<file path="src/hw/tcp_map.svh">
// Register indices, field positions, reset values and boundaries of the timer
`ifndef TCP_MAP_SVH
`define TCP_MAP_SVH
`define TCP_IDX_RELOAD 8'hCD
`define TCP_IDX_MODE 8'hDA
`define TCP_IDX_COUNT 8'hDB
`define TCP_IDX_IRQ_STAT 8'hE0
`define TCP_IDX_IRQ_EN 8'hE1
`define TCP_IDX_IRQ_CLR 8'hE2
`define TCP_BIT_EN 7
`define TCP_RATE_HI 6
`define TCP_RATE_LO 4
`define TCP_BIT_CKS 3
`define TCP_BIT_ALOAD 2
`define TCP_BIT_TOUT 1
`define TCP_BIT_PWM 0
`define TCP_ST_OVF 0
`define TCP_ST_EVT 1
`define TCP_ST_W 2
`define TCP_RST8 8'h00
`define TCP_TOP_256 8'hFF
`define TCP_TOP_64 8'h3F
`define TCP_TOP_32 8'h1F
`define TCP_TOP_16 8'h0F
`define TCP_CNT_STEP 8'h01
`endif

</file>
<file path="src/hw/tcp_pkg.sv">
// Types shared by the timer files
package tcp_pkg;
  typedef logic [7:0] tcp_byte_t;
  typedef enum logic [1:0] {
    TCP_BUS_IDLE = 2'b00,
    TCP_BUS_ACK = 2'b01
  } tcp_bus_state_t;
endpackage

</file>
<file path="src/hw/tcp_tick_gen.sv">
// Prescaler and event pin synchroniser with falling edge detect
`timescale 1ns/1ns
`default_nettype none
module tcp_tick_gen
  import tcp_pkg::*;
#(
  parameter int WIDTH = 8
) (
  input wire logic sys_clk,
  input wire logic resetn,
  input wire logic [2:0] rate,
  input wire logic event_input_pin,
  output logic presc_tick,
  output logic ev_fall,
  output logic ev_level
);
  logic [WIDTH-1:0] div_r, div_nxt, mask;
  logic s1_r, s2_r, s3_r;
  logic lvl_r, lvl_nxt, fall_r, fall_nxt;

  always_comb begin
    div_nxt = div_r + {{(WIDTH-1){1'b0}}, 1'b1};
    // Divide by 2 to the power (8 minus rate)
    mask = {WIDTH{1'b1}} >> rate;
    // Level accepted only when second and third stages agree
    lvl_nxt = (s2_r == s3_r) ? s3_r : lvl_r;
    fall_nxt = lvl_r & ~lvl_nxt;
  end

  always_ff @(posedge sys_clk or negedge resetn) begin
    if (!resetn) begin
      div_r <= '0;
      s1_r <= 1'b1;
      s2_r <= 1'b1;
      s3_r <= 1'b1;
      lvl_r <= 1'b1;
      fall_r <= 1'b0;
    end else begin
      div_r <= div_nxt;
      s1_r <= event_input_pin;
      s2_r <= s1_r;
      s3_r <= s2_r;
      lvl_r <= lvl_nxt;
      fall_r <= fall_nxt;
    end
  end

  assign presc_tick = ((div_r & mask) == mask);
  assign ev_fall = fall_r;
  assign ev_level = lvl_r;

  one_fall_a: assert property (@(posedge sys_clk) disable iff (!resetn)
    ev_fall |=> !ev_fall) else $error("falling edge pulse longer than one cycle");
endmodule
`default_nettype wire

</file>
<file path="src/hw/tcp_timer.sv">
// Timer/counter with reload, toggle and PWM output on an Avalon-MM slave
// Function
// - Non-PWM overflow is all-ones to zero
// - Overflow keeps counting and raises request flag
// - External source counts each falling edge
// - Mode bit 3 selects internal or external
// - External source ignores prescale, event flag zero
// - Prescale divides by two to (8-code)
// - Enable bit 7 gates counting and outputs
// - Bit 0 drives PWM onto shared pin
// - Bit 1 routes toggle signal to pin
// - Bit 2 enables reload outside PWM
// - Reload copies buffered value into count
// - Reload writes buffered until next overflow
// - PWM mode never reloads, count restarts at zero
// - PWM bit pair picks boundary 256/64/32/16
// - Interval is boundary minus start, clocks
// - PWM high while count below reload
// - Toggle output inverts every overflow
//
// Register access over Avalon-MM was left to the implementer.
`timescale 1ns/1ns
`default_nettype none
`include "tcp_map.svh"
module tcp_timer
  import tcp_pkg::*;
#(
  parameter int ADDR_W = 10
) (
  input wire logic sys_clk,
  input wire logic resetn,
  input wire logic [ADDR_W-1:0] avs_address,
  input wire logic avs_read,
  input wire logic avs_write,
  input wire logic [31:0] avs_writedata,
  input wire logic [3:0] avs_byteenable,
  output logic [31:0] avs_readdata,
  output logic avs_waitrequest,
  input wire logic event_input_pin,
  input wire logic gpio_o,
  input wire logic gpio_oe,
  output logic shared_output_pin_o,
  output logic shared_output_pin_oe,
  output logic irq
);
  // Bus slave state
  tcp_bus_state_t bus_r, bus_nxt;
  logic [31:0] rdata_r, rdata_nxt;
  tcp_byte_t idx;
  logic wr_go, wr_lane;
  // Timer state
  tcp_byte_t mode_r, mode_nxt;
  tcp_byte_t count_r, count_nxt;
  tcp_byte_t hold_r, hold_nxt;
  tcp_byte_t active_r, active_nxt;
  logic tog_r, tog_nxt;
  logic pwm_r, pwm_nxt;
  logic pin_r, pin_nxt;
  logic pin_oe_r, pin_oe_nxt;
  logic [`TCP_ST_W-1:0] stat_r, stat_nxt;
  logic [`TCP_ST_W-1:0] ien_r, ien_nxt;
  logic [`TCP_ST_W-1:0] clr_bits;
  // Decoded mode fields
  logic en, cks, aload, tout, pwm_en, pwm_mode, reload_on;
  logic [2:0] rate;
  logic presc_tick, ev_fall, ev_level, tick, ovf;
  tcp_byte_t top;
  logic wr_count;

  tcp_tick_gen #(
    .WIDTH(8)
  ) u_tick (
    .sys_clk(sys_clk),
    .resetn(resetn),
    .rate(rate),
    .event_input_pin(event_input_pin),
    .presc_tick(presc_tick),
    .ev_fall(ev_fall),
    .ev_level()
  );
  assign ev_level = 1'b0;

  assign en = mode_r[`TCP_BIT_EN];
  assign cks = mode_r[`TCP_BIT_CKS];
  assign aload = mode_r[`TCP_BIT_ALOAD];
  assign tout = mode_r[`TCP_BIT_TOUT];
  assign pwm_en = mode_r[`TCP_BIT_PWM];
  assign rate = mode_r[`TCP_RATE_HI:`TCP_RATE_LO];
  // External source uses the full 256 boundary
  assign pwm_mode = pwm_en & ~cks;

  // Avalon slave: one wait cycle, then answer
  assign idx = avs_address[ADDR_W-1:2];
  assign wr_go = avs_write & (bus_r == TCP_BUS_ACK);
  assign wr_lane = wr_go & avs_byteenable[0];
  assign wr_count = wr_lane & (idx == `TCP_IDX_COUNT);
  assign avs_waitrequest = (avs_read | avs_write) & (bus_r != TCP_BUS_ACK);
  assign avs_readdata = rdata_r;

  always_comb begin
    bus_nxt = TCP_BUS_IDLE;
    rdata_nxt = rdata_r;
    case (bus_r)
      TCP_BUS_IDLE: begin
        if (avs_read | avs_write) begin
          bus_nxt = TCP_BUS_ACK;
        end
        if (avs_read) begin
          rdata_nxt = 32'h00000000;
          case (idx)
            `TCP_IDX_MODE: rdata_nxt[7:0] = mode_r;
            `TCP_IDX_COUNT: rdata_nxt[7:0] = count_r;
            `TCP_IDX_IRQ_STAT: rdata_nxt[`TCP_ST_W-1:0] = stat_r;
            `TCP_IDX_IRQ_EN: rdata_nxt[`TCP_ST_W-1:0] = ien_r;
            default: rdata_nxt = 32'h00000000;
          endcase
        end
      end
      TCP_BUS_ACK: bus_nxt = TCP_BUS_IDLE;
      default: bus_nxt = TCP_BUS_IDLE;
    endcase
  end

  always_ff @(posedge sys_clk or negedge resetn) begin
    if (!resetn) begin
      bus_r <= TCP_BUS_IDLE;
      rdata_r <= 32'h00000000;
    end else begin
      bus_r <= bus_nxt;
      rdata_r <= rdata_nxt;
    end
  end

  // Counting engine
  always_comb begin
    // Internal ticks only count when the internal source is chosen
    tick = en & (cks ? ev_fall : presc_tick);
    case ({aload, tout})
      2'b00: top = `TCP_TOP_256;
      2'b01: top = `TCP_TOP_64;
      2'b10: top = `TCP_TOP_32;
      2'b11: top = `TCP_TOP_16;
      default: top = `TCP_TOP_256;
    endcase
    if (!pwm_mode) begin
      top = `TCP_TOP_256;
    end
    // Low bits matching the boundary mark the last count before wrap
    ovf = tick & ((count_r & top) == top);
    // PWM reload is the duty compare, so the count restarts at zero each period
    reload_on = aload & ~pwm_mode;
  end

  always_comb begin
    mode_nxt = mode_r;
    count_nxt = count_r;
    hold_nxt = hold_r;
    active_nxt = active_r;
    tog_nxt = tog_r;
    pwm_nxt = pwm_r;
    if (ovf) begin
      active_nxt = hold_r;
      tog_nxt = ~tog_r;
      if (reload_on) begin
        // New buffered value becomes active at this overflow and is loaded
        count_nxt = hold_r;
      end else begin
        count_nxt = `TCP_RST8;
      end
    end else if (tick) begin
      count_nxt = count_r + `TCP_CNT_STEP;
    end
    if (en & pwm_mode) begin
      pwm_nxt = (count_r < active_r);
    end
    // Software writes win over counting in the same cycle
    if (wr_lane) begin
      case (idx)
        `TCP_IDX_MODE: mode_nxt = avs_writedata[7:0];
        `TCP_IDX_COUNT: count_nxt = avs_writedata[7:0];
        `TCP_IDX_RELOAD: hold_nxt = avs_writedata[7:0];
        default: mode_nxt = mode_r;
      endcase
    end
  end

  always_ff @(posedge sys_clk or negedge resetn) begin
    if (!resetn) begin
      mode_r <= `TCP_RST8;
      count_r <= `TCP_RST8;
      hold_r <= `TCP_RST8;
      active_r <= `TCP_RST8;
      tog_r <= 1'b0;
      pwm_r <= 1'b0;
    end else begin
      mode_r <= mode_nxt;
      count_r <= count_nxt;
      hold_r <= hold_nxt;
      active_r <= active_nxt;
      tog_r <= tog_nxt;
      pwm_r <= pwm_nxt;
    end
  end

  // Shared pin mux, registered so the pin never glitches on mode writes
  always_comb begin
    if (pwm_en) begin
      pin_nxt = pwm_r;
      pin_oe_nxt = 1'b1;
    end else if (tout) begin
      pin_nxt = tog_r;
      pin_oe_nxt = 1'b1;
    end else begin
      pin_nxt = gpio_o;
      pin_oe_nxt = gpio_oe;
    end
  end

  always_ff @(posedge sys_clk or negedge resetn) begin
    if (!resetn) begin
      pin_r <= 1'b0;
      pin_oe_r <= 1'b0;
    end else begin
      pin_r <= pin_nxt;
      pin_oe_r <= pin_oe_nxt;
    end
  end

  assign shared_output_pin_o = pin_r;
  assign shared_output_pin_oe = pin_oe_r;

  // Interrupt status: set beats clear in the same cycle
  always_comb begin
    clr_bits = '0;
    if (wr_lane & (idx == `TCP_IDX_IRQ_CLR)) begin
      clr_bits = avs_writedata[`TCP_ST_W-1:0];
    end
    stat_nxt = stat_r & ~clr_bits;
    ien_nxt = ien_r;
    if (wr_lane & (idx == `TCP_IDX_IRQ_EN)) begin
      ien_nxt = avs_writedata[`TCP_ST_W-1:0];
    end
    if (ovf) begin
      stat_nxt[`TCP_ST_OVF] = 1'b1;
    end
    if (ev_fall & ~cks) begin
      stat_nxt[`TCP_ST_EVT] = 1'b1;
    end
    // Pin used as counter clock raises no pin request
    if (cks) begin
      stat_nxt[`TCP_ST_EVT] = 1'b0;
    end
  end

  always_ff @(posedge sys_clk or negedge resetn) begin
    if (!resetn) begin
      stat_r <= '0;
      ien_r <= '0;
    end else begin
      stat_r <= stat_nxt;
      ien_r <= ien_nxt;
    end
  end

  assign irq = |(stat_r & ien_r);

  // Checks
  ovf_wrap_a: assert property (@(posedge sys_clk) disable iff (!resetn)
    (tick & !pwm_mode & !aload & (count_r == `TCP_TOP_256) & !wr_count)
    |=> (count_r == `TCP_RST8)) else $error("count did not wrap to zero");

  ovf_flag_a: assert property (@(posedge sys_clk) disable iff (!resetn)
    ovf |=> stat_r[`TCP_ST_OVF]) else $error("overflow flag not raised");

  ext_count_a: assert property (@(posedge sys_clk) disable iff (!resetn)
    (en & cks & ev_fall & !ovf & !wr_count)
    |=> (count_r == $past(count_r) + `TCP_CNT_STEP)) else $error("event not counted");

  ext_only_a: assert property (@(posedge sys_clk) disable iff (!resetn)
    (cks & !ev_fall & !wr_count) |=> $stable(count_r)) else $error("count moved without event");

  evt_zero_a: assert property (@(posedge sys_clk) disable iff (!resetn)
    cks |=> !stat_r[`TCP_ST_EVT]) else $error("pin request set under external source");

  stop_a: assert property (@(posedge sys_clk) disable iff (!resetn)
    (!en & !wr_count) |=> ($stable(count_r) && $stable(tog_r) && $stable(pwm_r)))
    else $error("timer ran while disabled");

  reload_a: assert property (@(posedge sys_clk) disable iff (!resetn)
    (ovf & reload_on & !wr_count) |=> (count_r == $past(hold_r)))
    else $error("reload value not loaded");

  pwm_wrap_a: assert property (@(posedge sys_clk) disable iff (!resetn)
    (ovf & pwm_mode & !wr_count) |=> (count_r == `TCP_RST8 && active_r == $past(hold_r)))
    else $error("pwm period did not restart");

  dbuf_a: assert property (@(posedge sys_clk) disable iff (!resetn)
    !ovf |=> $stable(active_r)) else $error("active reload changed without overflow");

  pwm_cmp_a: assert property (@(posedge sys_clk) disable iff (!resetn)
    (en & pwm_mode) |=> (pwm_r == ($past(count_r) < $past(active_r))))
    else $error("pwm level wrong");

  toggle_a: assert property (@(posedge sys_clk) disable iff (!resetn)
    ovf |=> (tog_r != $past(tog_r))) else $error("toggle did not invert");

  pin_pwm_a: assert property (@(posedge sys_clk) disable iff (!resetn)
    pwm_en |=> (shared_output_pin_oe && shared_output_pin_o == $past(pwm_r)))
    else $error("pin not driven by pwm");

  bus_ack_a: assert property (@(posedge sys_clk) disable iff (!resetn)
    ($rose(avs_read) && bus_r == TCP_BUS_IDLE) |=> !avs_waitrequest)
    else $error("bus answer late");
endmodule
`default_nettype wire

</file>
<file path="config.mk">
export PLATFORM = sky130hd
export DESIGN_NAME = tcp_timer
export DESIGN_NICKNAME = d
export VERILOG_FILES = /design/src/hw/tcp_pkg.sv /design/src/hw/tcp_tick_gen.sv /design/src/hw/tcp_timer.sv
export VERILOG_INCLUDE_DIRS = /design/src /design/src/hw
export SDC_FILE = /design/constraint.sdc
export NUM_CORES = 1
export LEC_CHECK = 0
export BUFFER_PORTS_ARGS = -buffer_cell sky130_fd_sc_hd__buf_2
export CAP_MARGIN = 20
export CELL_PAD_IN_SITES_DETAIL_PLACEMENT = 1
export CELL_PAD_IN_SITES_GLOBAL_PLACEMENT = 2
export CORE_ASPECT_RATIO = 1.5
export CORE_MARGIN = 2
export CORE_UTILIZATION = 30
export CTS_CLUSTER_SIZE = 14
export DETAILED_ROUTE_END_ITERATION = 12
export PLACE_DENSITY_LB_ADDON = 0.1
export SYNTH_ARGS = -nofsm -noshare
export SYNTH_HDL_FRONTEND = slang
export SYNTH_HIERARCHICAL = 1
export SYNTH_SLANG_ARGS = --single-unit
</file>
<file path="constraint.sdc">
create_clock -name sys_clk -period 2.4 [get_ports sys_clk]
set_clock_uncertainty 0.15 [all_clocks]
set_input_delay 0.36 -clock sys_clk [delete_from_list [all_inputs] [get_ports sys_clk]]
set_output_delay 0.36 -clock sys_clk [all_outputs]
set_load 0.01 [all_outputs]
</file>
==> impl_metrics.tcl <==
set metrics [dict create \
    status "finished clean" \
    critPathMaxStageDelay_ps 410 \
    rsz_0062_raised_after_global_routing "yes" \
    synth_top_cells_by_area "sky130_fd_sc_hd__dfrtp_1, sky130_fd_sc_hd__buf_4, sky130_fd_sc_hd__mux2_2, sky130_fd_sc_hd__mux2_4, sky130_fd_sc_hd__ha_1" \
    final_net_count 434 \
    worstHoldStart "gpio_oe" \
    setup.worst_path.class "reg -> reg" \
    clk_pin_slew_worst_paths_ps 60 \
    num_rows 47 \
    top_level_ports 89 \
    mostFrequentLayoutCell "sky130_fd_sc_hd__dfrtp_1" \
    p_total_mw 2.55 \
    cts_inserted_buffers 9 \
    areaGrowthSynthToFinish_pct 28.0 \
    place_hpwl_um 6580 \
    regToRegSetupSlack_ps 140 \
    placed_cells 500 \
    timing_worst_slew_pin_value_ps 670 \
    dr.pass1.iters 4 \
    h-tree-depth 3 \
    worstSetupStartpoint "mode_r[5]" \
    fmaxAchievable_mhz 442 \
    detail_route.wl_per_cell_um 17.2 \
    synth.avg_cell_area_um2 11.2 \
    core-area_um2 10900 \
    async_flop_share_pct 100 \
    synth_area_leader_cell "sky130_fd_sc_hd__dfrtp_1" \
    cts_buffer_depth 2 \
    die_width_um 90.3 \
    synth.distinct_cells 61 \
    timing.reg2reg.worst_path_depth 9 \
    clock_insertion_delay_worst_skew_ps 330 \
    ir_drop_v 0.000311 \
    cpMaxStageDelayCell "sky130_fd_sc_hd__dfrtp_2" \
    path_max_fanout 6 \
    post-synth-top-area-fraction_pct 43.3 \
    port-buffer-count 35 \
    preCtsSetupSlack_ps -148 \
    crit_path_end_kind "flip-flop" \
    gr-usage-all-layers_pct 15.9 \
    violation_count_after_the_first_detailed_route_iteration 65 \
    die_area_um2 12000 \
    edff_count_synth 0 \
    cp_top_family "compound AO/OA/AOI/OAI gates" \
    gp_congestion 0.732 \
    power.leakage_nw 2.00 \
    worstPathRequired_ps 2500 \
    syn_inst 299 \
    mappedNetlistArea_um2 3350 \
    critPathLaunchType "flip-flop" \
    critical_path_cell_by_cell "a21o_1 -> o2111ai_2 -> a211oi_2 -> mux2_4 -> buf_6 -> nand2_4 -> or3_1 -> and4_1 -> a21oi_1" \
    worst_hold_path_type "in -> reg" \
    critical_path.endpoint "count_r[3]" \
    routed-via-count 2501 \
    layout_common_cells "sky130_fd_sc_hd__dfrtp_1, sky130_fd_sc_hd__buf_2, sky130_fd_sc_hd__buf_4, sky130_fd_sc_hd__nand2_1, sky130_fd_sc_hd__conb_1" \
    synth_warnings 6 \
    r2r-end "count_r[3]" \
    cp_num_buf_inv 1 \
    start_util_pct 30.6 \
    antenna_cells_inserted 0 \
    timing_hold_violations_final 0 \
    grt_max_degree 28 \
    drive_gt1_share_pct 37.1 \
    reg2reg_from "mode_r[5]" \
    clk_root_buffer_cell "sky130_fd_sc_hd__clkbuf_16" \
    timing.max_slew.rel_slack_pct 55.3 \
    grt_pass1_vias 2682 \
    avgViaCountPerCell 4.77 \
    synth_seq_area_share_pct 46.5 \
    worst_ep_arrival_time_ps 2360 \
    final-setup-viol-count 0 \
    synth_top_flop_cell "sky130_fd_sc_hd__dfrtp_1" \
    cts.sinks 62 \
    postRouteWirelength_um 9020 \
    cts_tree "built" \
    ant_nets 0 \
    cp.depth 9 \
    finalMaxSlewViolations 0 \
    synth-seq-cells 62 \
    grt_first_pass_wirelength_um 14700 \
    period_minus_slack_ps 2260 \
    grt_antenna_before_repair 0 \
    die_height_um 133 \
    final_cell_count_no_fill 524 \
    timing.max_cap.violations 0 \
    pwrdens_nw_per_um2 596 \
    layout_worst_path_cycle_share_pct 94.2 \
    route.detailed.drc 0 \
    post-route-util_pct 39.2 \
    globalRouteOverflowTotal 0 \
    postLayoutSetupSlackWorst_ps 139 \
]
Yosys cell counts (all sizes together), types with 5 or more instances:
cell type / number
dfrtp: 58
mux2i: 10
a221oi: 5
a21oi: 10
buf: 27
ha: 9
mux2: 27
nand3: 11
nand2: 25
nor2: 16
nor3: 6
xnor2: 6
inv: 11
o21ai: 13
report_power, final:
part           switching (mW)  internal [mW]  leakage [nW]
sequential             0.0187           1.07         0.781
clock                   0.476          0.831         0.142
combinational           0.100         0.0600          1.08
timing repair:
action                                  in CTS  in global routing
resized for setup                            8                 15
endpoints found under the setup margin      12                 16
pin swaps                                    1                 11
hold buffers                                 2                  0
gates cloned                                 1                  0
buffers inserted                             2                  4
hold endpoints to repair                    22                  0
cells by family (layout without fill, tap and decap cells):
kind of cell	count (synthesis)	count (layout)	synth area share [%]
other cells	1	24	0.112
simple gates	88	88	16.4
flops	62	62	46.5
fa+ha+maj	10	10	3.66
buf+inv	41	96	7.55
mux	37	37	13.1
compound gates	50	50	10.2
xor+xnor	10	10	2.61
flip-flops by register name (all words and copies together), names as in the netlist, 2 cells and up:
signal,cells
active_r,8
u_tick/div_r,8
count_r,8
avs_readdata,8
stat_r,2
hold_r,8
ien_r,2
mode_r,8
worst min path at each step:
stage                                      end  depth (start not counted)
after floorplan                    active_r[0]                          0
after global placement             u_tick/s2_r                          0
after detailed placement           u_tick/s2_r                          0
after CTS                 shared_output_pin_oe                          2
after global routing      shared_output_pin_oe                          2
final                     shared_output_pin_oe                          2
metrics by stage:
step | area, µm² | TNS [ps] | hold WS (ps)
2_1_floorplan | 3440 | 0 | -85.6
3_3_place_gp | 3800 | -328 | 196
3_5_place_dp | 3800 | -578 | 200
4_1_cts | 4210 | 0 | 63.5
5_1_grt | 4290 | -13.6 | 78.0
6_report | 4290 | 0 | 70.8
routing by layer:
| layer | vias to the layer above | global-route usage [%] | share of wire, % |
|---|---|---|---|
| li1 | 1178 | - | - |
| met1 | 1265 | 18.8 | 42 |
| met2 | 47 | 28.9 | 53 |
| met3 | 11 | 2.55 | 2.3 |
| met4 | 0 | 5.90 | 2.1 |
| met5 | - | 0 | 0 |
layout make-up:
| cell class | instances | area (µm²) |
|---|---|---|
| multi-input cells | 219 | 1720 |
| fillers | 1241 | 6650 |
| inverters | 11 | 41.3 |
| well taps | 147 | 184 |
| clock buffers | 11 | 243 |
| clock inverters | 5 | 58.8 |
| flip-flops and latches | 62 | 1560 |
| repair buffers | 69 | 482 |
No activity file was read; power rests on OpenSTA's default activity.
